--- src/shared/scss_pkg.sv ---
package scss_pkg;
    // Byte addresses on the 32-bit register bus
    localparam logic [7:0] SCSS_ADDR_CLOCK_SOURCE_SELECT = 8'h8c;
    localparam logic [7:0] SCSS_ADDR_INT_OSC_CONTROL = 8'ha0;
    localparam logic [7:0] SCSS_ADDR_INT_OSC_COARSE_TRIM = 8'ha4;
    localparam logic [7:0] SCSS_ADDR_INT_OSC_FINE_TRIM = 8'h9c;
    localparam logic [7:0] SCSS_ADDR_EXT_OSC_CONTROL = 8'hb0;
    localparam logic [7:0] SCSS_ADDR_MULT_CONTROL = 8'hb4;
    localparam logic [7:0] SCSS_ADDR_IRQ_STATUS = 8'hc0;
    localparam logic [7:0] SCSS_ADDR_IRQ_MASK = 8'hc4;
    // Printed register offset kept as index
    localparam logic [7:0] SCSS_IDX_CLOCK_SOURCE_SELECT = 8'h8f;
    // Field positions
    localparam int SCSS_OSC_ENABLE_POS = 6;
    localparam int SCSS_OSC_SUSPEND_POS = 5;
    localparam int SCSS_OSC_READY_POS = 4;
    localparam int SCSS_EXT_ENABLE_POS = 0;
    localparam int SCSS_EXT_SETTLED_POS = 7;
    localparam int SCSS_MULT_ENABLE_POS = 0;
    localparam int SCSS_MULT_SRC_POS = 1;
    localparam int SCSS_MULT_X4_POS = 2;
    localparam int SCSS_MULT_SCALE_POS = 4;
    // Reset values
    localparam logic [1:0] SCSS_RST_SOURCE = 2'h0;
    localparam logic [2:0] SCSS_RST_DIVIDER = 3'h0;
    localparam logic [1:0] SCSS_RST_OSC_ENABLE = 2'h3;
    localparam logic [6:0] SCSS_RST_COARSE = 7'h40;
    localparam logic [5:0] SCSS_RST_FINE = 6'h20;
    // Crystal settle time and clock rate
    localparam int SCSS_CLK_HZ = 40_000_000;
    localparam int SCSS_XTAL_SETTLE_US = 1000;
    localparam int SCSS_XTAL_SETTLE_CYC = (SCSS_CLK_HZ / 1_000_000) * SCSS_XTAL_SETTLE_US;
    // Interrupt status bits
    localparam int SCSS_IRQ_WAKE = 0;
    localparam int SCSS_IRQ_SETTLED = 1;
    localparam int SCSS_IRQ_SWITCHED = 2;
    localparam int SCSS_IRQ_W = 3;

    typedef enum logic [1:0] {
        SCSS_SRC_INT = 2'b00,
        SCSS_SRC_EXT = 2'b01,
        SCSS_SRC_MULT = 2'b10,
        SCSS_SRC_RSVD = 2'b11
    } scss_src_e;

    typedef enum logic [1:0] {
        SCSS_ST_RUN = 2'b00,
        SCSS_ST_DRAIN = 2'b01,
        SCSS_ST_SUSPEND = 2'b10
    } scss_state_e;
endpackage

--- src/shared/scss_tick_if.sv ---
`timescale 1ns/1ps
`default_nettype none
// Rate source: one enable input, phase-aligned tick output
interface scss_tick_if;
    logic src_en;
    logic [3:0] ratio;
    logic run;
    logic tick;
    modport gen (input src_en, input ratio, input run, output tick);
    modport use_side (output src_en, output ratio, output run, input tick);
endinterface
`default_nettype wire

--- src/verilog/scss_clock_select.sv ---
// Local design decision: the Wishbone register port.
`timescale 1ns/1ps
`default_nettype none
// Notes on behaviour
// - Source field picks internal scaled, external or multiplier; code 11 reserved.
// - External enable still reaches peripherals while internal clocks the system.
// - Internal source usable right after the write that enables it.
// - Hardware sets the crystal settled flag once settled.
// - Any reset returns the system clock to the internal oscillator.
// - Internal divided by 1 to 128 by divider field; resets to 128.
// - Trim registers load calibration values for a nominal 24 MHz base.
// - Multiplier passes its base enable unmultiplied (x4 bit only reads back), scaled by 1, 2/3 through 2/7.
// - Writing 1 to suspend halts the internal oscillator; sources fed by the external oscillator keep clocking the system.
// - Port 0..3 match or enabled comparator 0 low wakes the oscillator.
// - Wake resumes operation whether or not an interrupt follows.
// - Execution resumes after the write that set suspend.
// - Upper six bits of the source select register read zero, ignore writes.
module scss_clock_select import scss_pkg::*; #(
    parameter int XTAL_SETTLE_CYC = SCSS_XTAL_SETTLE_CYC
) (
    input wire logic clk_i,
    input wire logic rst_i,
    input wire logic [31:0] wb_adr_i,
    input wire logic [31:0] wb_dat_i,
    output logic [31:0] wb_dat_o,
    input wire logic wb_we_i,
    input wire logic [3:0] wb_sel_i,
    input wire logic wb_stb_i,
    input wire logic wb_cyc_i,
    output logic wb_ack_o,
    input wire logic int_osc_en_i,
    input wire logic ext_osc_en_i,
    input wire logic crystal_mode_i,
    input wire logic [3:0] port_match_i,
    input wire logic comp0_enable_i,
    input wire logic comp0_out_i,
    input wire logic [6:0] cal_coarse_i,
    input wire logic [5:0] cal_fine_i,
    output logic system_clock_en_o,
    output logic periph_ext_clock_en_o,
    output logic core_halted_o,
    output logic [1:0] active_source_o,
    output logic irq_o
);
    // A zero settle count would leave the settled flag stuck low
    if (XTAL_SETTLE_CYC < 1) begin : g_bad_settle
        $error("XTAL_SETTLE_CYC must be at least 1");
    end

    logic [1:0] source_reg;
    logic [2:0] divider_reg;
    logic [1:0] osc_enable_reg;
    logic suspend_reg;
    logic [6:0] coarse_reg;
    logic [5:0] fine_reg;
    logic ext_enable_reg;
    logic settled_reg;
    logic [31:0] settle_cnt_reg;
    logic mult_enable_reg;
    logic mult_src_reg;
    logic mult_x4_reg;
    logic [2:0] mult_scale_reg;
    logic [2:0] mult_phase_reg;
    logic [SCSS_IRQ_W-1:0] status_reg;
    logic [SCSS_IRQ_W-1:0] mask_reg;
    logic [1:0] active_reg;
    scss_state_e state_reg;
    logic ack_reg;
    logic [31:0] dat_reg;
    logic sys_en_reg;
    logic per_en_reg;
    logic halted_reg;
    logic irq_reg;
    logic cal_loaded_reg;

    // Bus decode; a request is answered one cycle after it is seen
    logic req;
    logic wr;
    logic wr_lo;
    logic hit_src;
    logic hit_osc;
    logic hit_crs;
    logic hit_fin;
    logic hit_ext;
    logic hit_mul;
    logic hit_sts;
    logic hit_msk;
    assign req = wb_cyc_i && wb_stb_i && !ack_reg;
    assign wr = req && wb_we_i;
    assign wr_lo = wr && wb_sel_i[0];
    assign hit_src = (wb_adr_i[7:0] == SCSS_ADDR_CLOCK_SOURCE_SELECT);
    assign hit_osc = (wb_adr_i[7:0] == SCSS_ADDR_INT_OSC_CONTROL);
    assign hit_crs = (wb_adr_i[7:0] == SCSS_ADDR_INT_OSC_COARSE_TRIM);
    assign hit_fin = (wb_adr_i[7:0] == SCSS_ADDR_INT_OSC_FINE_TRIM);
    assign hit_ext = (wb_adr_i[7:0] == SCSS_ADDR_EXT_OSC_CONTROL);
    assign hit_mul = (wb_adr_i[7:0] == SCSS_ADDR_MULT_CONTROL);
    assign hit_sts = (wb_adr_i[7:0] == SCSS_ADDR_IRQ_STATUS);
    assign hit_msk = (wb_adr_i[7:0] == SCSS_ADDR_IRQ_MASK);

    // Wake causes, evaluated every cycle while suspended
    logic wake;
    assign wake = (|port_match_i) || (comp0_enable_i && !comp0_out_i);

    // Internal oscillator is alive unless disabled or suspended
    logic int_alive;
    assign int_alive = (osc_enable_reg == SCSS_RST_OSC_ENABLE) && int_osc_en_i && !suspend_reg;

    // Divided internal rate from the shared divider module
    scss_tick_if int_tick_if ();
    assign int_tick_if.src_en = int_alive;
    assign int_tick_if.ratio = {1'b0, 3'(3'h7 - divider_reg)};
    assign int_tick_if.run = 1'b1;
    scss_divider u_int_div (
        .clk_i(clk_i),
        .rst_i(rst_i),
        .port_if(int_tick_if)
    );

    // External rate is usable once enabled and, for a crystal, settled
    logic ext_alive;
    assign ext_alive = ext_enable_reg && ext_osc_en_i && (!crystal_mode_i || settled_reg);

    // Multiplier: base enable of the chosen source, x4 bit unused; scale by 2/n gates phases
    logic mult_base;
    logic [2:0] mult_n;
    logic mult_pass;
    logic mult_alive;
    assign mult_base = mult_src_reg ? ext_alive : int_alive;
    assign mult_alive = mult_enable_reg && mult_base;
    assign mult_n = (mult_scale_reg < 3'h3) ? 3'h1 : mult_scale_reg;
    assign mult_pass = (mult_n == 3'h1) || (mult_phase_reg < 3'h2);

    // Selected tick and whether the chosen source can run at all
    logic sel_tick;
    logic sel_ready;
    always_comb begin
        unique case (scss_src_e'(active_reg))
            SCSS_SRC_INT: begin
                sel_tick = int_tick_if.tick;
                sel_ready = int_alive;
            end
            SCSS_SRC_EXT: begin
                sel_tick = ext_alive;
                sel_ready = ext_alive;
            end
            SCSS_SRC_MULT: begin
                sel_tick = mult_alive && mult_pass;
                sel_ready = mult_alive;
            end
            default: begin
                sel_tick = 1'b0;
                sel_ready = 1'b0;
            end
        endcase
    end

    // Pending switch waits for an idle cycle; a source that never idles drains after a tick
    logic switch_due;
    assign switch_due = (source_reg != active_reg) && (source_reg != SCSS_SRC_RSVD);

    // Crystal settle counter: flag rises only after the full settle time
    always_ff @(posedge clk_i) begin
        if (rst_i || !(ext_enable_reg && ext_osc_en_i && crystal_mode_i)) begin
            settle_cnt_reg <= 32'h0;
            settled_reg <= 1'b0;
        end else if (settle_cnt_reg >= 32'(XTAL_SETTLE_CYC - 1)) begin
            settled_reg <= 1'b1;
        end else begin
            settle_cnt_reg <= settle_cnt_reg + 32'h1;
        end
    end

    // Multiplier phase walks 0..n-1 on each base enable
    always_ff @(posedge clk_i) begin
        if (rst_i || !mult_alive) begin
            mult_phase_reg <= 3'h0;
        end else begin
            mult_phase_reg <= (mult_phase_reg >= 3'(mult_n - 3'h1)) ? 3'h0
                : 3'(mult_phase_reg + 3'h1);
        end
    end

    // Calibration is taken from the trim inputs once, in the cycle after reset
    always_ff @(posedge clk_i) begin
        if (rst_i) begin
            cal_loaded_reg <= 1'b0;
        end else begin
            cal_loaded_reg <= 1'b1;
        end
    end

    // Register writes; the upper bits of source select are simply dropped
    always_ff @(posedge clk_i) begin
        if (rst_i) begin
            source_reg <= SCSS_RST_SOURCE;
            divider_reg <= SCSS_RST_DIVIDER;
            osc_enable_reg <= SCSS_RST_OSC_ENABLE;
            coarse_reg <= SCSS_RST_COARSE;
            fine_reg <= SCSS_RST_FINE;
            ext_enable_reg <= 1'b0;
            mult_enable_reg <= 1'b0;
            mult_src_reg <= 1'b0;
            mult_x4_reg <= 1'b0;
            mult_scale_reg <= 3'h0;
            mask_reg <= '0;
        end else begin
            if (!cal_loaded_reg) begin
                coarse_reg <= cal_coarse_i;
                fine_reg <= cal_fine_i;
            end else if (wr_lo && hit_crs) begin
                coarse_reg <= wb_dat_i[6:0];
            end else if (wr_lo && hit_fin) begin
                fine_reg <= wb_dat_i[5:0];
            end
            if (wr_lo && hit_src) begin
                source_reg <= wb_dat_i[1:0];
            end
            if (wr_lo && hit_osc) begin
                osc_enable_reg <= wb_dat_i[SCSS_OSC_ENABLE_POS +: 2];
                divider_reg <= wb_dat_i[2:0];
            end
            if (wr_lo && hit_ext) begin
                ext_enable_reg <= wb_dat_i[SCSS_EXT_ENABLE_POS];
            end
            if (wr_lo && hit_mul) begin
                mult_enable_reg <= wb_dat_i[SCSS_MULT_ENABLE_POS];
                mult_src_reg <= wb_dat_i[SCSS_MULT_SRC_POS];
                mult_x4_reg <= wb_dat_i[SCSS_MULT_X4_POS];
                mult_scale_reg <= wb_dat_i[SCSS_MULT_SCALE_POS +: 3];
            end
            if (wr_lo && hit_msk) begin
                mask_reg <= wb_dat_i[SCSS_IRQ_W-1:0];
            end
        end
    end

    // Suspend state machine; suspend bit self-clears on wake
    always_ff @(posedge clk_i) begin
        if (rst_i) begin
            state_reg <= SCSS_ST_RUN;
            suspend_reg <= 1'b0;
            active_reg <= SCSS_RST_SOURCE;
        end else begin
            unique case (state_reg)
                SCSS_ST_RUN: begin
                    if (wr_lo && hit_osc && wb_dat_i[SCSS_OSC_SUSPEND_POS]) begin
                        suspend_reg <= 1'b1;
                        state_reg <= SCSS_ST_SUSPEND;
                    end else if (switch_due && (!sel_tick || sys_en_reg)) begin
                        state_reg <= SCSS_ST_DRAIN;
                    end
                end
                SCSS_ST_DRAIN: begin
                    active_reg <= source_reg;
                    state_reg <= SCSS_ST_RUN;
                end
                SCSS_ST_SUSPEND: begin
                    if (wake) begin
                        suspend_reg <= 1'b0;
                        state_reg <= SCSS_ST_RUN;
                    end
                end
                default: begin
                    state_reg <= SCSS_ST_RUN;
                end
            endcase
        end
    end

    // Sticky events; a set in the clearing cycle wins
    logic [SCSS_IRQ_W-1:0] ev;
    logic [SCSS_IRQ_W-1:0] clr;
    assign ev = {state_reg == SCSS_ST_DRAIN,
                 (settle_cnt_reg == 32'(XTAL_SETTLE_CYC - 1)) && !settled_reg,
                 state_reg == SCSS_ST_SUSPEND && wake};
    assign clr = (wr_lo && hit_sts) ? wb_dat_i[SCSS_IRQ_W-1:0] : '0;
    always_ff @(posedge clk_i) begin
        if (rst_i) begin
            status_reg <= '0;
        end else begin
            status_reg <= (status_reg & ~clr) | ev;
        end
    end

    // Read mux, unmapped addresses read zero and still ack
    logic [31:0] rd;
    always_comb begin
        rd = 32'h0;
        if (hit_src) rd = {30'h0, source_reg};
        if (hit_osc) rd = {24'h0, osc_enable_reg, suspend_reg, int_alive, 1'b0, divider_reg};
        if (hit_crs) rd = {25'h0, coarse_reg};
        if (hit_fin) rd = {26'h0, fine_reg};
        if (hit_ext) rd = {24'h0, settled_reg, 6'h0, ext_enable_reg};
        if (hit_mul) rd = {25'h0, mult_scale_reg, 1'b0, mult_x4_reg, mult_src_reg,
                           mult_enable_reg};
        if (hit_sts) rd = {29'h0, status_reg};
        if (hit_msk) rd = {29'h0, mask_reg};
    end

    // Bus response and registered outputs
    always_ff @(posedge clk_i) begin
        if (rst_i) begin
            ack_reg <= 1'b0;
            dat_reg <= 32'h0;
            sys_en_reg <= 1'b0;
            per_en_reg <= 1'b0;
            halted_reg <= 1'b0;
            irq_reg <= 1'b0;
        end else begin
            ack_reg <= req;
            dat_reg <= req ? rd : 32'h0;
            sys_en_reg <= sel_tick && sel_ready && state_reg != SCSS_ST_DRAIN;
            per_en_reg <= ext_alive;
            halted_reg <= (state_reg == SCSS_ST_SUSPEND) && (active_reg == SCSS_SRC_INT);
            irq_reg <= |(status_reg & mask_reg);
        end
    end

    assign wb_ack_o = ack_reg;
    assign wb_dat_o = dat_reg;
    assign system_clock_en_o = sys_en_reg;
    assign periph_ext_clock_en_o = per_en_reg;
    assign core_halted_o = halted_reg;
    assign active_source_o = active_reg;
    assign irq_o = irq_reg;

    AST_ACK_ONE: assert property (@(posedge clk_i) disable iff (rst_i)
        wb_ack_o |=> !wb_ack_o) else $error("ack held two cycles");
    AST_SUSPEND_HALTS: assert property (@(posedge clk_i) disable iff (rst_i)
        (state_reg == SCSS_ST_SUSPEND && active_reg == SCSS_SRC_INT) |=> !system_clock_en_o)
        else $error("clock ran while suspended");
    AST_WAKE_EXIT: assert property (@(posedge clk_i) disable iff (rst_i)
        (state_reg == SCSS_ST_SUSPEND && wake) |=> state_reg == SCSS_ST_RUN && !suspend_reg)
        else $error("wake not honoured");
    AST_NO_WAKE_STAY: assert property (@(posedge clk_i) disable iff (rst_i)
        (state_reg == SCSS_ST_SUSPEND && !wake) |=> state_reg == SCSS_ST_SUSPEND)
        else $error("left suspend without wake");
    AST_RESET_SRC: assert property (@(posedge clk_i)
        $past(rst_i) |-> active_reg == SCSS_SRC_INT && divider_reg == SCSS_RST_DIVIDER)
        else $error("reset source wrong");
    AST_UPPER_ZERO: assert property (@(posedge clk_i) disable iff (rst_i)
        (req && !wb_we_i && hit_src) |=> wb_dat_o[31:2] == 30'h0)
        else $error("upper select bits not zero");
    AST_SWITCH_SAFE: assert property (@(posedge clk_i) disable iff (rst_i)
        $changed(active_reg) |-> $past(state_reg) == SCSS_ST_DRAIN)
        else $error("switch without drain");
    AST_SETTLE: assert property (@(posedge clk_i) disable iff (rst_i)
        $rose(settled_reg) |-> $past(settle_cnt_reg) == 32'(XTAL_SETTLE_CYC - 1))
        else $error("settled early");
    AST_PERIPH_EXT: assert property (@(posedge clk_i) disable iff (rst_i)
        ext_alive |=> periph_ext_clock_en_o) else $error("peripheral clock lost");
endmodule // scss_clock_select
`default_nettype wire

--- src/verilog/scss_divider.sv ---
`timescale 1ns/1ps
`default_nettype none
// Divides incoming source enables by 2^ratio; ratio 0 passes every enable
module scss_divider (
    input wire logic clk_i,
    input wire logic rst_i,
    scss_tick_if.gen port_if
);
    logic [7:0] cnt_reg;
    logic [7:0] limit;
    logic wrap;

    // Limit is 2^ratio - 1, so only power-of-two steps exist
    assign limit = 8'((9'h1 << port_if.ratio[2:0]) - 9'h1);
    assign wrap = (cnt_reg >= limit);

    // Counter only moves on source enables, and clears while not running
    always_ff @(posedge clk_i) begin
        if (rst_i || !port_if.run) begin
            cnt_reg <= 8'h00;
            port_if.tick <= 1'b0;
        end else begin
            port_if.tick <= port_if.src_en && wrap;
            if (port_if.src_en) begin
                cnt_reg <= wrap ? 8'h00 : 8'(cnt_reg + 8'h01);
            end
        end
    end
endmodule // scss_divider
`default_nettype wire
--- config.mk ---
export PLATFORM = sky130hd
export DESIGN_NAME = scss_clock_select
export DESIGN_NICKNAME = d
export VERILOG_FILES = /design/src/shared/scss_pkg.sv /design/src/shared/scss_tick_if.sv /design/src/verilog/scss_clock_select.sv /design/src/verilog/scss_divider.sv
export SDC_FILE = /design/constraint.sdc
export NUM_CORES = 1
export LEC_CHECK = 0
export BUFFER_PORTS_ARGS = -buffer_cell sky130_fd_sc_hd__buf_4
export CAP_MARGIN = 20
export CORE_ASPECT_RATIO = 1.5
export CORE_MARGIN = 1
export CORE_UTILIZATION = 45
export DETAILED_ROUTE_END_ITERATION = 10
export PLACE_DENSITY = 0.73
export SETUP_SLACK_MARGIN = 0.3
export SLEW_MARGIN = 20
export SYNTH_ARGS = -nofsm -noshare
export SYNTH_HDL_FRONTEND = slang
export SYNTH_SLANG_ARGS = --single-unit
--- constraint.sdc ---
create_clock -name clk_i -period 2.1 [get_ports clk_i]
set_input_delay 0.315 -clock clk_i [delete_from_list [all_inputs] [get_ports clk_i]]
set_output_delay 0.315 -clock clk_i [all_outputs]
set_load 0.02 [all_outputs]
==> results of run 1 <==
-- placed cells by master, fill, tap and decap left out, types with 5 or more instances in the layout --
cell type                    n
sky130_fd_sc_hd__dfxtp_1    91
sky130_fd_sc_hd__buf_4      82
sky130_fd_sc_hd__nor2_1     55
sky130_fd_sc_hd__nand2_1    43
sky130_fd_sc_hd__nand3_1    27
sky130_fd_sc_hd__mux2i_1    26
sky130_fd_sc_hd__conb_1     25
sky130_fd_sc_hd__and2_1     22
sky130_fd_sc_hd__a21oi_1    22
sky130_fd_sc_hd__a211oi_1   16
sky130_fd_sc_hd__and3_1     12
sky130_fd_sc_hd__xnor2_1    11
sky130_fd_sc_hd__o21ai_0    11
sky130_fd_sc_hd__nor3_1     10
sky130_fd_sc_hd__ha_1       10
sky130_fd_sc_hd__inv_1       9
sky130_fd_sc_hd__clkbuf_16   9
sky130_fd_sc_hd__nor4_1      8
sky130_fd_sc_hd__nand4_1     8
sky130_fd_sc_hd__xor2_1      7
sky130_fd_sc_hd__nor2b_1     6
sky130_fd_sc_hd__mux2_2      6
sky130_fd_sc_hd__a21o_1      5
sky130_fd_sc_hd__a22oi_1     5
sky130_fd_sc_hd__ha_4        5
sky130_fd_sc_hd__dfxtp_4     5
-- worst paths after layout --
path,start,endpoint,slack [ns],depth (start not counted)
min,cal_fine_i[5],fine_reg[5],0.21,3
max,divider_reg[0],u_int_div.cnt_reg[6],0.30,7
min reg2reg,settle_cnt_reg[20],settle_cnt_reg[20],0.46,1
max reg2reg,divider_reg[0],u_int_div.cnt_reg[6],0.30,7
-- worst reg2reg max path: stages (launching register included) --
cell	delay, ns
sky130_fd_sc_hd__dfxtp_4	0.36
sky130_fd_sc_hd__or3_4	0.39
sky130_fd_sc_hd__ha_4	0.27
sky130_fd_sc_hd__o211ai_1	0.11
sky130_fd_sc_hd__o22a_1	0.22
sky130_fd_sc_hd__o211ai_1	0.09
sky130_fd_sc_hd__buf_4	0.19
sky130_fd_sc_hd__nor2_1	0.05
-- cell type report --
cell class / instances / area, um^2
fillers: 913 / 4330
multi-input cells: 410 / 2820
flip-flops and latches: 97 / 1960
repair buffers: 84 / 647
clock buffers: 10 / 239
well taps: 141 / 176
clock inverters: 6 / 42.5
inverters: 9 / 33.8
-- routing by layer --
layer,part of all wire,global-route usage,vias to the layer above
met5,0,0,-
met4,0.039,0.114,0
met3,0.040,0.0417,35
met2,0.53,0.395,113
met1,0.39,0.228,1978
li1,-,-,2029
-- cell families after synthesis --
logic type,after synthesis,synth area share
flops,97,0.404
mux,32,0.0681
other cells,2,0.00156
xor+xnor,18,0.0328
buf+inv,59,0.0681
fa+ha+maj,15,0.0390
compound gates,98,0.147
simple gates,221,0.240
-- stage by stage --
stage               power [W]  utilization  worst slack (ns)  hold WS, ns
detailed placement    0.00218        0.521             0.174        0.448
global route          0.00381        0.578             0.224        0.227
global placement      0.00217        0.521             0.231        0.442
CTS                   0.00373        0.554             0.285        0.202
floorplan             0.00209            -             0.337        0.416
finish                0.00370        0.578             0.301        0.214
-- timing repair --
action	CTS	global route
pin swaps	4	14
setup endpoints to repair	15	27
gates cloned	0	1
setup buffers	2	7
gates resized for setup	16	26
-- power by group --
part / total (W) / internal [W] / switching [W]
registers: 0.00188 / 0.00185 / 0.0000251
clock network: 0.00156 / 0.000839 / 0.000721
logic: 0.000255 / 0.000106 / 0.000149
total: 0.00370 / 0.00280 / 0.000895
==> tab_implementation.tex, run 1 <==
\begin{tabular}{lr}
\hline
Metric & Value \\
\hline
\multicolumn{2}{l}{\textbf{Floorplanning}} \\
\quad Die span in x & 86.4 um \\
\quad Starting Density & 0.469 \\
\quad Die boundary height & 129 um \\
\quad Die Area & 11,100 um\^{}2 \\
\quad Number of rows in the core area & 45 \\
\quad Placeable core region & about 10,000 um\^{}2 \\
\quad \# IOs & 134 \\
\multicolumn{2}{l}{\textbf{Placement}} \\
\quad Routability congestion estimate & 0.859 \\
\quad Number of instances in the placed design & 731 \\
\quad Total cell area at the placement stage & 5340 um\^{}2 \\
\quad Final HPWL from detailed placement & 8.51 mm \\
\quad Buffers added on ports & 58 \\
\multicolumn{2}{l}{\textbf{Synthesis}} \\
\quad Number of instances in the synthesized netlist & 542 \\
\quad Most common cell in the synthesized netlist & sky130\_fd\_sc\_hd\_\_dfxtp\_1 \\
\quad Synth top area share & 0.404 \\
\quad Number of warnings reported in the yosys synthesis log & 0 \\
\quad Number of enable-type register cells in the synthesized netlist & 0 \\
\quad Flip-flop cell with the highest count after synthesis & sky130\_fd\_sc\_hd\_\_dfxtp\_1 \\
\quad Top post-synthesis cells by count & sky130\_fd\_sc\_hd\_\_dfxtp\_1, sky130\_fd\_sc\_hd\_\_nor2\_1, sky130\_fd\_sc\_hd\_\_nand2\_1 \\
\quad Most area-hungry cell type in the Yosys netlist & sky130\_fd\_sc\_hd\_\_dfxtp\_1 \\
\quad Proportion of register bits with asynchronous set or reset after synthesis & 0 \\
\quad Number of distinct standard cells referenced by the synthesized netlist & 66 \\
\quad Sequential cell area fraction in the yosys report & 0.404 \\
\quad Mapped cell area & 4810 um\^{}2 \\
\quad Post-Syn Area per Cell & 8.88 um\^{}2 \\
\quad Total of flip-flops plus latches after synthesis & 97 \\
\quad Cell types occupying the most area after synthesis & sky130\_fd\_sc\_hd\_\_dfxtp\_1, sky130\_fd\_sc\_hd\_\_mux2i\_1, sky130\_fd\_sc\_hd\_\_nor2\_1, sky130\_fd\_sc\_hd\_\_buf\_4, sky130\_fd\_sc\_hd\_\_ha\_1 \\
\multicolumn{2}{l}{\textbf{STA}} \\
\quad Final critical-path share of the clock period & 0.857 \\
\quad Number of endpoints with negative hold slack in the final report & 0 \\
\quad Maximum clock rate & 0.556 GHz \\
\quad Shortest period the worst path allows & around 1.8 ns \\
\quad Max-Slew Margin vs Limit & 0.458 \\
\quad RSZ-0062 raised after global routing & true \\
\quad Max-slew violation count & 0 \\
\quad Least-Margin Pin Slew & 0.813 ns \\
\quad Final-report setup violation count & 0 \\
\quad Total negative slack & 0 ns \\
\quad Worst clock skew & 0.00886 ns \\
\multicolumn{2}{l}{\textbf{Global routing}} \\
\quad Number of global-route vias before repair & 3,969 \\
\quad Pin count of the biggest net entering global routing & 27 \\
\quad Tot GR Track Use & 0.215 \\
\quad Antenna violations before repair & 0 \\
\quad First-pass GRT wire length & between 15 and 20 mm \\
\quad Leftover overflow at the end of global routing & 0 \\
\multicolumn{2}{l}{\textbf{Clock tree}} \\
\quad Number of buffers between clock root and the deepest sink & 2 \\
\quad Maximum level of the CTS H-tree & 3 \\
\quad Skew-Pair Late Insertion Delay & 0.35 ns \\
\quad CTS buffer count & 9 \\
\quad Total clock sinks & 97 \\
\quad Root buffer cell & sky130\_fd\_sc\_hd\_\_clkbuf\_16 \\
\quad Number of hold buffers added after cts & 0 \\
\quad CTS tree & built \\
\quad Post-CTS clock slew at the launch and capture registers of the worst setup and hold paths & roughly 0.070 ns \\
\multicolumn{2}{l}{\textbf{Pwr}} \\
\quad Power density of the placed cells & 624 nW/um\^{}2 \\
\quad Leak pwr & 2.38 nW \\
\quad Peak VDD IR & around 0.00045 V \\
\multicolumn{2}{l}{\textbf{Setup path}} \\
\quad Family with the most delay on the worst path & simple AND/OR/NAND/NOR gates \\
\quad Cell repeated most along the worst path & sky130\_fd\_sc\_hd\_\_o211ai\_1 \\
\quad Startpoint-to-endpoint class of the critical path & reg -> reg \\
\quad Crit path buffers/inverters & 1 \\
\quad Cell with the biggest individual delay on the critical path & sky130\_fd\_sc\_hd\_\_or3\_4 \\
\quad Category of the worst setup path capture point & register \\
\quad Startpoint type of the worst setup path & register \\
\quad Critical path required time & 2.33 ns \\
\quad Cell Chain, Critical Path & or3\_4 -> ha\_4 -> o211ai\_1 -> o22a\_1 -> o211ai\_1 -> buf\_4 -> nor2\_1 \\
\quad Worst-path maximum fanout & 7 \\
\quad Data arrival time of the critical path & 2.03 ns \\
\quad Slowest Stage Delay on Critical Path & about 0.39 ns \\
\multicolumn{2}{l}{\textbf{Final layout}} \\
\quad Finished Cell Area & just under 6000 um\^{}2 \\
\quad Diodes inserted & 0 \\
\quad Non-filler cells in the finished layout & 757 \\
\quad Ratio of cells with drive above 1 in the final layout & 0.237 \\
\quad Flip-flop count of the largest register after layout & 32 \\
\quad Area overhead of the layout relative to synthesis & 23.1\% \\
\quad Final Net Count & approximately 720 \\
\multicolumn{2}{l}{\textbf{Drt}} \\
\quad DRC violations left & 0 \\
\quad Routed length per placed instance & 15.9 um \\
\quad Final WL & between 10 and 15 mm \\
\quad First-pass detailed-route iteration total & 5 \\
\quad Total via count in the routed design & 4,155 \\
\quad Number of DRC markers in iteration 0 & between 200 and 250 \\
\quad Antenna-violating nets left & 0 \\
\quad Via density per instance & 5.49 \\
\multicolumn{2}{l}{\textbf{Run}} \\
\quad Max-capacitance violation count & 0 \\
\multicolumn{2}{l}{\textbf{Hold path}} \\
\quad Type of the most critical hold path & in -> reg \\
\multicolumn{2}{l}{\textbf{Outcome}} \\
\quad Outcome & complete, no violations \\
\hline
\end{tabular}
Note: power is estimated with default switching activity, not from simulation.
==> run 2: changes to the inputs <==
CORE_MARGIN = 4   (was 1)
CTS_BUF_LIST = sky130_fd_sc_hd__clkbuf_4 sky130_fd_sc_hd__clkbuf_8 sky130_fd_sc_hd__clkbuf_16   (was unset)
==> run 2 against run 1 <==
  * Sequential cell count is the same
  * Global-route usage shrank 1.7 points
  * Clock power grew 16%
  * Combinational power is essentially flat
  * Clock skew is essentially flat
  * Critical endpoint is now u_int_div.cnt_reg[2]
  * Largest cell class unchanged
  * Largest power group unchanged
==> tab_implementation.tex, run 2 (same netlist as run 1, synthesis figures left out) <==
\begin{tabular}{lr}
\hline
Metric & Value \\
\hline
\multicolumn{2}{l}{\textbf{Placement}} \\
\quad Worst setup timing slack at the placement stage & 0.0719 ns (-0.102 ns) \\
\quad Buffers added on ports & 58 (unchanged) \\
\quad Routability congestion estimate & 0.899 (+4.7\%) \\
\quad Final HPWL from detailed placement & 8.75 mm (+2.8\%) \\
\multicolumn{2}{l}{\textbf{Setup path}} \\
\quad Critical path required time & 2.34 ns (about the same) \\
\quad Category of the worst setup path capture point & register \\
\quad Startpoint type of the worst setup path & register \\
\quad Family with the most delay on the worst path & simple AND/OR/NAND/NOR gates \\
\quad Data arrival time of the critical path & 2.05 ns (+0.02 ns) \\
\quad Cell with the biggest individual delay on the critical path & sky130\_fd\_sc\_hd\_\_or3\_4 \\
\quad Slowest Stage Delay on Critical Path & 0.40 ns (about the same) \\
\quad Startpoint-to-endpoint class of the critical path & reg -> reg \\
\quad Cell Chain, Critical Path & or3\_4 -> ha\_4 -> o211ai\_1 -> buf\_4 -> o211ai\_1 -> buf\_4 -> nor2\_1 \\
\quad Crit path buffers/inverters & 2 (+1) \\
\quad Worst-path maximum fanout & 7 (unchanged) \\
\multicolumn{2}{l}{\textbf{Clock tree}} \\
\quad Maximum level of the CTS H-tree & 3 (unchanged) \\
\quad Number of buffers between clock root and the deepest sink & 2 (unchanged) \\
\quad Number of hold buffers added after cts & 0 (unchanged) \\
\quad CTS buffer count & 9 (unchanged) \\
\quad Post-CTS clock slew at the launch and capture registers of the worst setup and hold paths & 0.07 ns (about the same) \\
\quad Total clock sinks & 97 (unchanged) \\
\quad CTS tree & built \\
\quad Skew-Pair Late Insertion Delay & 0.35 ns (about the same) \\
\quad Root buffer cell & sky130\_fd\_sc\_hd\_\_clkbuf\_16 \\
\multicolumn{2}{l}{\textbf{Global routing}} \\
\quad First-pass GRT wire length & 19.6 mm (+6.6\%) \\
\quad Leftover overflow at the end of global routing & 0 (unchanged) \\
\quad Pin count of the biggest net entering global routing & 26 (-3.7\%) \\
\quad Met3 demand-to-capacity share in global routing & 0.0530 (+0.0113) \\
\quad Met2 demand-to-capacity share in global routing & 0.349 (-0.0457) \\
\quad Met1 track demand over resource in global routing & 0.221 (-0.00701) \\
\quad Global-route layer with the greatest usage & met2 \\
\quad Tot GR Track Use & 0.197 (-0.0172) \\
\quad Antenna violations before repair & 0 (unchanged) \\
\quad Number of global-route vias before repair & 4,104 (+3.4\%) \\
\multicolumn{2}{l}{\textbf{STA}} \\
\quad Number of endpoints with negative hold slack in the final report & 0 (unchanged) \\
\quad Total negative slack & 0 ns (unchanged) \\
\quad Final critical-path share of the clock period & 0.862 (+0.00488) \\
\quad Final-report setup violation count & 0 (unchanged) \\
\quad Post-route worst setup slack & 0.291 ns (-0.0102 ns) \\
\quad RSZ-0062 raised after global routing & true \\
\quad Least-Margin Pin Slew & 0.801 ns (-0.0118 ns) \\
\quad Shortest period the worst path allows & 1.81 ns (+0.0102 ns) \\
\quad Final worst hold slack & 0.203 ns (-0.0112 ns) \\
\quad Worst clock skew & 0.00912 ns (+0.000260 ns) \\
\quad Max-slew violation count & 0 (unchanged) \\
\quad Max-Slew Margin vs Limit & 0.465 (+0.00788) \\
\quad Maximum clock rate & 0.553 GHz (-0.57\%) \\
\multicolumn{2}{l}{\textbf{Floorplanning}} \\
\quad Die span in x & 92.4 um (+6.9\%) \\
\quad Die boundary height & 135 um (+4.7\%) \\
\quad Number of rows in the core area & 46 (+2.2\%) \\
\quad \# IOs & 134 (unchanged) \\
\quad Starting Density & 0.457 (-0.0127) \\
\quad Die Area & 12,400 um\^{}2 (+12\%) \\
\quad Placeable core region & 10,500 um\^{}2 (+2.8\%) \\
\multicolumn{2}{l}{\textbf{Final layout}} \\
\quad Area overhead of the layout relative to synthesis & 24.0\% \\
\quad Number of fill cells & 927 (+1.5\%) \\
\quad Final Net Count & 720 (-0.14\%) \\
\quad Flip-flop count of the largest register after layout & 32 (unchanged) \\
\quad Flip-flop and latch area & 1960 um\^{}2 (-0.13\%) \\
\quad Diodes inserted & 0 (unchanged) \\
\quad Most frequent cells in the layout & sky130\_fd\_sc\_hd\_\_dfxtp\_1, sky130\_fd\_sc\_hd\_\_buf\_4, sky130\_fd\_sc\_hd\_\_nor2\_1 \\
\quad Util after Layout & 0.566 (-0.0116) \\
\quad Area used by multi-input combinational logic & 2840 um\^{}2 (+0.58\%) \\
\quad Ratio of cells with drive above 1 in the final layout & 0.237 (+0.000385) \\
\quad Commonest non-fill, non-tap cell in the layout & sky130\_fd\_sc\_hd\_\_dfxtp\_1 \\
\multicolumn{2}{l}{\textbf{Pwr}} \\
\quad Power after layout & 0.00395 W (+6.8\%) \\
\quad Leak pwr & 2.38 nW (about the same) \\
\quad Power density of the placed cells & 662 nW/um\^{}2 (+6.0\%) \\
\quad Peak VDD IR & 0.000399 V (-12\%) \\
\multicolumn{2}{l}{\textbf{Drt}} \\
\quad Total via count in the routed design & 4,186 (+0.75\%) \\
\quad First-pass detailed-route iteration total & 5 (unchanged) \\
\quad Via density per instance & 5.52 (+0.48\%) \\
\quad Routed length per placed instance & 16.2 um (+1.9\%) \\
\quad Number of DRC markers in iteration 0 & 259 (+13\%) \\
\quad Antenna-violating nets left & 0 (unchanged) \\
\quad Final WL & 12.3 mm (+2.1\%) \\
\quad DRC violations left & 0 (unchanged) \\
\multicolumn{2}{l}{\textbf{Run}} \\
\quad Max-capacitance violation count & 0 (unchanged) \\
\multicolumn{2}{l}{\textbf{Outcome}} \\
\quad Outcome & complete, no violations \\
\multicolumn{2}{l}{\textbf{Hold path}} \\
\quad Type of the most critical hold path & in -> reg \\
\hline
\end{tabular}
==> run 2: cell type report <==
type,instances,area share
Multi-Input combinational cell,410,0.476
Sequential cell,97,0.329
Timing Repair Buffer,83,0.104
Clock buffer,12,0.0426
Tap cell,144,0.0302
Clock inverter,4,0.0128
Inverter,9,0.00566
==> run 2: final timing paths <==
path / startpoint / to / slack, ns / cells after the start
setup / recovery: divider_reg[0] / u_int_div.cnt_reg[2] / 0.29 / 7
hold / removal: cal_coarse_i[6] / coarse_reg[6] / 0.20 / 3
setup reg to reg: divider_reg[0] / u_int_div.cnt_reg[2] / 0.29 / 7
hold reg to reg: settle_cnt_reg[16] / settle_cnt_reg[16] / 0.46 / 1
==> run 2: worst reg2reg max path, stage by stage (launching register included) <==
cell,delay [ns]
sky130_fd_sc_hd__dfxtp_4,0.36
sky130_fd_sc_hd__or3_4,0.40
sky130_fd_sc_hd__ha_4,0.28
sky130_fd_sc_hd__o211ai_1,0.10
sky130_fd_sc_hd__buf_4,0.15
sky130_fd_sc_hd__o211ai_1,0.16
sky130_fd_sc_hd__buf_4,0.18
sky130_fd_sc_hd__nor2_1,0.06
==> run 2: power breakdown <==
part           switching [W]  internal [W]  total, W
registers          0.0000249       0.00186   0.00188
logic               0.000150      0.000106  0.000256
clock network       0.000704       0.00111   0.00181
==> run 2: metal layers <==
layer  wire (um)  vias up  share of wire
met3         711       29          0.058
li1            -     2036              -
met1        4820     1985           0.39
met5           0        -              0
met2        6370      136           0.52
met4         378        0          0.031
==> run 2: stage by stage <==
step | cells | area, um^2
final | 759 | 5960
after global routing | 759 | 5960
after CTS | 753 | 5780
after detailed placement | 734 | 5350
after global placement | 734 | 5350
after floorplan | 565 | 4900
==> run 2: repair_timing <==
item / CTS / global route
setup buffers: 3 / 5
pin swaps: 13 / 12
gates resized for setup: 22 / 22
cloned: 0 / 1
setup endpoints to repair: 15 / 28
==> run 3: changes to the inputs <==
CELL_PAD_IN_SITES_DETAIL_PLACEMENT = 1   (was unset)
CELL_PAD_IN_SITES_GLOBAL_PLACEMENT = 2   (was unset)
CORE_UTILIZATION = 31   (was 45)
PLACE_DENSITY = 0.84   (was 0.73)
==> run 3 against run 2 <==
  * Clock skew up 0.0017 ns
  * Sequential cell count unchanged
  * Global-route usage down 4.1 points
  * Setup slack better by 0.035 ns
  * Non-clock buffer count up 6
  * Highest routed layer unchanged
  * Register-to-register slack better by 0.03 ns
  * Fmax up 1.9%
  * Largest power group unchanged
  * Critical path type unchanged
  * Cell count up 8.0%
  * Via count up 0.69%
  * Die area up 42%
==> tab_implementation.tex, run 3 (same netlist as run 1, synthesis figures left out) <==
\begin{tabular}{lr}
\hline
Metric & Value \\
\hline
\multicolumn{2}{l}{\textbf{Outcome}} \\
\quad Outcome & complete, no violations \\
\multicolumn{2}{l}{\textbf{Placement}} \\
\quad Buffers added on ports & 58 (unchanged) \\
\quad Final HPWL from detailed placement & 10.4 mm (+18\%) \\
\quad Number of instances in the placed design & 792 (+7.9\%) \\
\quad Routability congestion estimate & 0.804 (-11\%) \\
\multicolumn{2}{l}{\textbf{STA}} \\
\quad RSZ-0062 raised after global routing & true \\
\quad Worst clock skew & 0.0108 ns (+0.00172 ns) \\
\quad Max-slew violation count & 0 (unchanged) \\
\quad Final-report setup violation count & 0 (unchanged) \\
\quad Max-Slew Margin vs Limit & 0.496 (+0.0301) \\
\quad Number of endpoints with negative hold slack in the final report & 0 (unchanged) \\
\quad Final critical-path share of the clock period & 0.845 (-0.0164) \\
\quad Least-Margin Pin Slew & 0.756 ns (-0.0451 ns) \\
\quad Maximum clock rate & 0.563 GHz (+1.9\%) \\
\quad Final worst hold slack & 0.204 ns (+0.00124 ns) \\
\quad Total negative slack & 0 ns (unchanged) \\
\quad Shortest period the worst path allows & 1.77 ns (-0.0345 ns) \\
\multicolumn{2}{l}{\textbf{Setup path}} \\
\quad Startpoint-to-endpoint class of the critical path & reg -> reg \\
\quad Category of the worst setup path capture point & register \\
\quad Critical path required time & 2.34 ns (about the same) \\
\quad Worst-path maximum fanout & 7 (unchanged) \\
\quad Worst setup path startpoint & divider\_reg[1] \\
\quad Source of the worst register-to-register timing path & divider\_reg[1] \\
\quad Data arrival time of the critical path & 2.01 ns (-0.04 ns) \\
\quad Startpoint type of the worst setup path & register \\
\multicolumn{2}{l}{\textbf{Clock tree}} \\
\quad Total clock sinks & 97 (unchanged) \\
\quad Number of buffers between clock root and the deepest sink & 2 (unchanged) \\
\quad Root buffer cell & sky130\_fd\_sc\_hd\_\_clkbuf\_16 \\
\quad Skew-Pair Late Insertion Delay & 0.35 ns (about the same) \\
\quad Post-CTS clock slew at the launch and capture registers of the worst setup and hold paths & 0.07 ns (about the same) \\
\quad Number of hold buffers added after cts & 0 (unchanged) \\
\quad CTS buffer count & 9 (unchanged) \\
\quad CTS tree & built \\
\quad Maximum level of the CTS H-tree & 3 (unchanged) \\
\multicolumn{2}{l}{\textbf{Final layout}} \\
\quad Flip-flop count of the largest register after layout & 32 (unchanged) \\
\quad Area overhead of the layout relative to synthesis & 27.6\% \\
\quad Commonest non-fill, non-tap cell in the layout & sky130\_fd\_sc\_hd\_\_dfxtp\_1 \\
\quad Util after Layout & 0.405 (-0.161) \\
\quad Diodes inserted & 0 (unchanged) \\
\quad Non-filler cells in the finished layout & 820 (+8.0\%) \\
\quad Most frequent cells in the layout & sky130\_fd\_sc\_hd\_\_dfxtp\_1, sky130\_fd\_sc\_hd\_\_buf\_4, sky130\_fd\_sc\_hd\_\_nor2\_1 \\
\quad Ratio of cells with drive above 1 in the final layout & 0.254 (+0.0170) \\
\quad Number of fill cells & 1,796 (+94\%) \\
\quad Final Net Count & 726 (+0.83\%) \\
\multicolumn{2}{l}{\textbf{Floorplanning}} \\
\quad Placeable core region & 15,100 um\^{}2 (+44\%) \\
\quad Die Area & 17,600 um\^{}2 (+42\%) \\
\quad Starting Density & 0.318 (-0.139) \\
\quad Number of rows in the core area & 55 (+20\%) \\
\quad Die boundary height & 161 um (+19\%) \\
\quad \# IOs & 134 (unchanged) \\
\quad Die span in x & 110 um (+19\%) \\
\multicolumn{2}{l}{\textbf{Drt}} \\
\quad DRC violations left & 0 (unchanged) \\
\quad Total via count in the routed design & 4,215 (+0.69\%) \\
\quad Via density per instance & 5.14 (-6.8\%) \\
\quad Routed length per placed instance & 16.9 um (+4.5\%) \\
\quad Number of DRC markers in iteration 0 & 123 (-53\%) \\
\quad First-pass detailed-route iteration total & 4 (-1) \\
\quad Final WL & 13.9 mm (+13\%) \\
\quad Antenna-violating nets left & 0 (unchanged) \\
\multicolumn{2}{l}{\textbf{Global routing}} \\
\quad Leftover overflow at the end of global routing & 0 (unchanged) \\
\quad Number of global-route vias before repair & 4,414 (+7.6\%) \\
\quad First-pass GRT wire length & 21.9 mm (+11\%) \\
\quad Tot GR Track Use & 0.156 (-0.0411) \\
\quad Pin count of the biggest net entering global routing & 25 (-3.8\%) \\
\quad Antenna violations before repair & 0 (unchanged) \\
\multicolumn{2}{l}{\textbf{Hold path}} \\
\quad Hold path startpoint & wb\_dat\_i[7] \\
\quad Type of the most critical hold path & in -> reg \\
\multicolumn{2}{l}{\textbf{Pwr}} \\
\quad Peak VDD IR & 0.000366 V (-8.3\%) \\
\quad Power density of the placed cells & 628 nW/um\^{}2 (-5.1\%) \\
\quad Leak pwr & 2.43 nW (+1.8\%) \\
\multicolumn{2}{l}{\textbf{Run}} \\
\quad Max-capacitance violation count & 0 (unchanged) \\
\hline
\end{tabular}
[run 3: cell count changes in the layout (fill, tap and decap cells not counted), moves of 2 or more]
cell                       previous run  this run
sky130_fd_sc_hd__and3_1              13        11
sky130_fd_sc_hd__and3_2               0         2
sky130_fd_sc_hd__buf_4               83        88
sky130_fd_sc_hd__clkbuf_4             2         0
sky130_fd_sc_hd__ha_4                 4         6
sky130_fd_sc_hd__inv_8                0         2
sky130_fd_sc_hd__o21ai_1              3         0
[run 3: worst max-delay path: stages (launching register included)]
cell                       delay [ns]
sky130_fd_sc_hd__dfxtp_4         0.36
sky130_fd_sc_hd__or3_4           0.39
sky130_fd_sc_hd__ha_4            0.27
sky130_fd_sc_hd__o211ai_1        0.10
sky130_fd_sc_hd__o22a_1          0.22
sky130_fd_sc_hd__o211ai_1        0.09
sky130_fd_sc_hd__buf_4           0.17
sky130_fd_sc_hd__nor2_1          0.06
[run 3: final timing paths]
path                               end  slack (ns)  cells past startpoint
setup reg to reg  u_int_div.cnt_reg[3]        0.33                      7
setup / recovery  u_int_div.cnt_reg[3]        0.33                      7
hold / removal       osc_enable_reg[1]        0.20                      3
hold reg to reg     settle_cnt_reg[22]        0.46                      1
[run 3: metrics by stage]
stage | instance area, um^2 | power [W] | worst slack (ns)
finish | 6140 | 0.00385 | 0.325
global route | 6140 | 0.00402 | 0.206
CTS | 5810 | 0.00391 | 0.207
detailed placement | 5440 | 0.00219 | 0.0875
global placement | 5440 | 0.00218 | 0.0920
floorplan | 4900 | 0.00209 | 0.337
[run 3: power by group]
part	switching, W	internal (W)	leakage [nW]
registers	0.0000243	0.00185	0.790
logic	0.000156	0.000109	1.48
clock network	0.000761	0.000947	0.154
[run 3: routing by layer]
layer | up-vias | global-route usage | wire length (um)
li1 | 2041 | - | -
met1 | 2076 | 0.174 | 5480
met2 | 76 | 0.289 | 7640
met3 | 22 | 0.0273 | 483
met4 | 0 | 0.0556 | 265
met5 | - | 0 | 0
[run 3: layout make-up]
cell class              count  area [um^2]  area share
well taps                 199          249      0.0406
clock buffers               9          225      0.0367
inverters                   9         33.8     0.00550
repair buffers             89          681       0.111
multi-input cells         410         2900       0.473
flip-flops and latches     97         1960       0.320
clock inverters             7         83.8      0.0137
[run 3: timing repair]
item                       CTS  global route
setup buffers                4             7
pin swaps                    7            18
cloned                       0             1
gates resized for setup     16            38
setup endpoints to repair   17            34
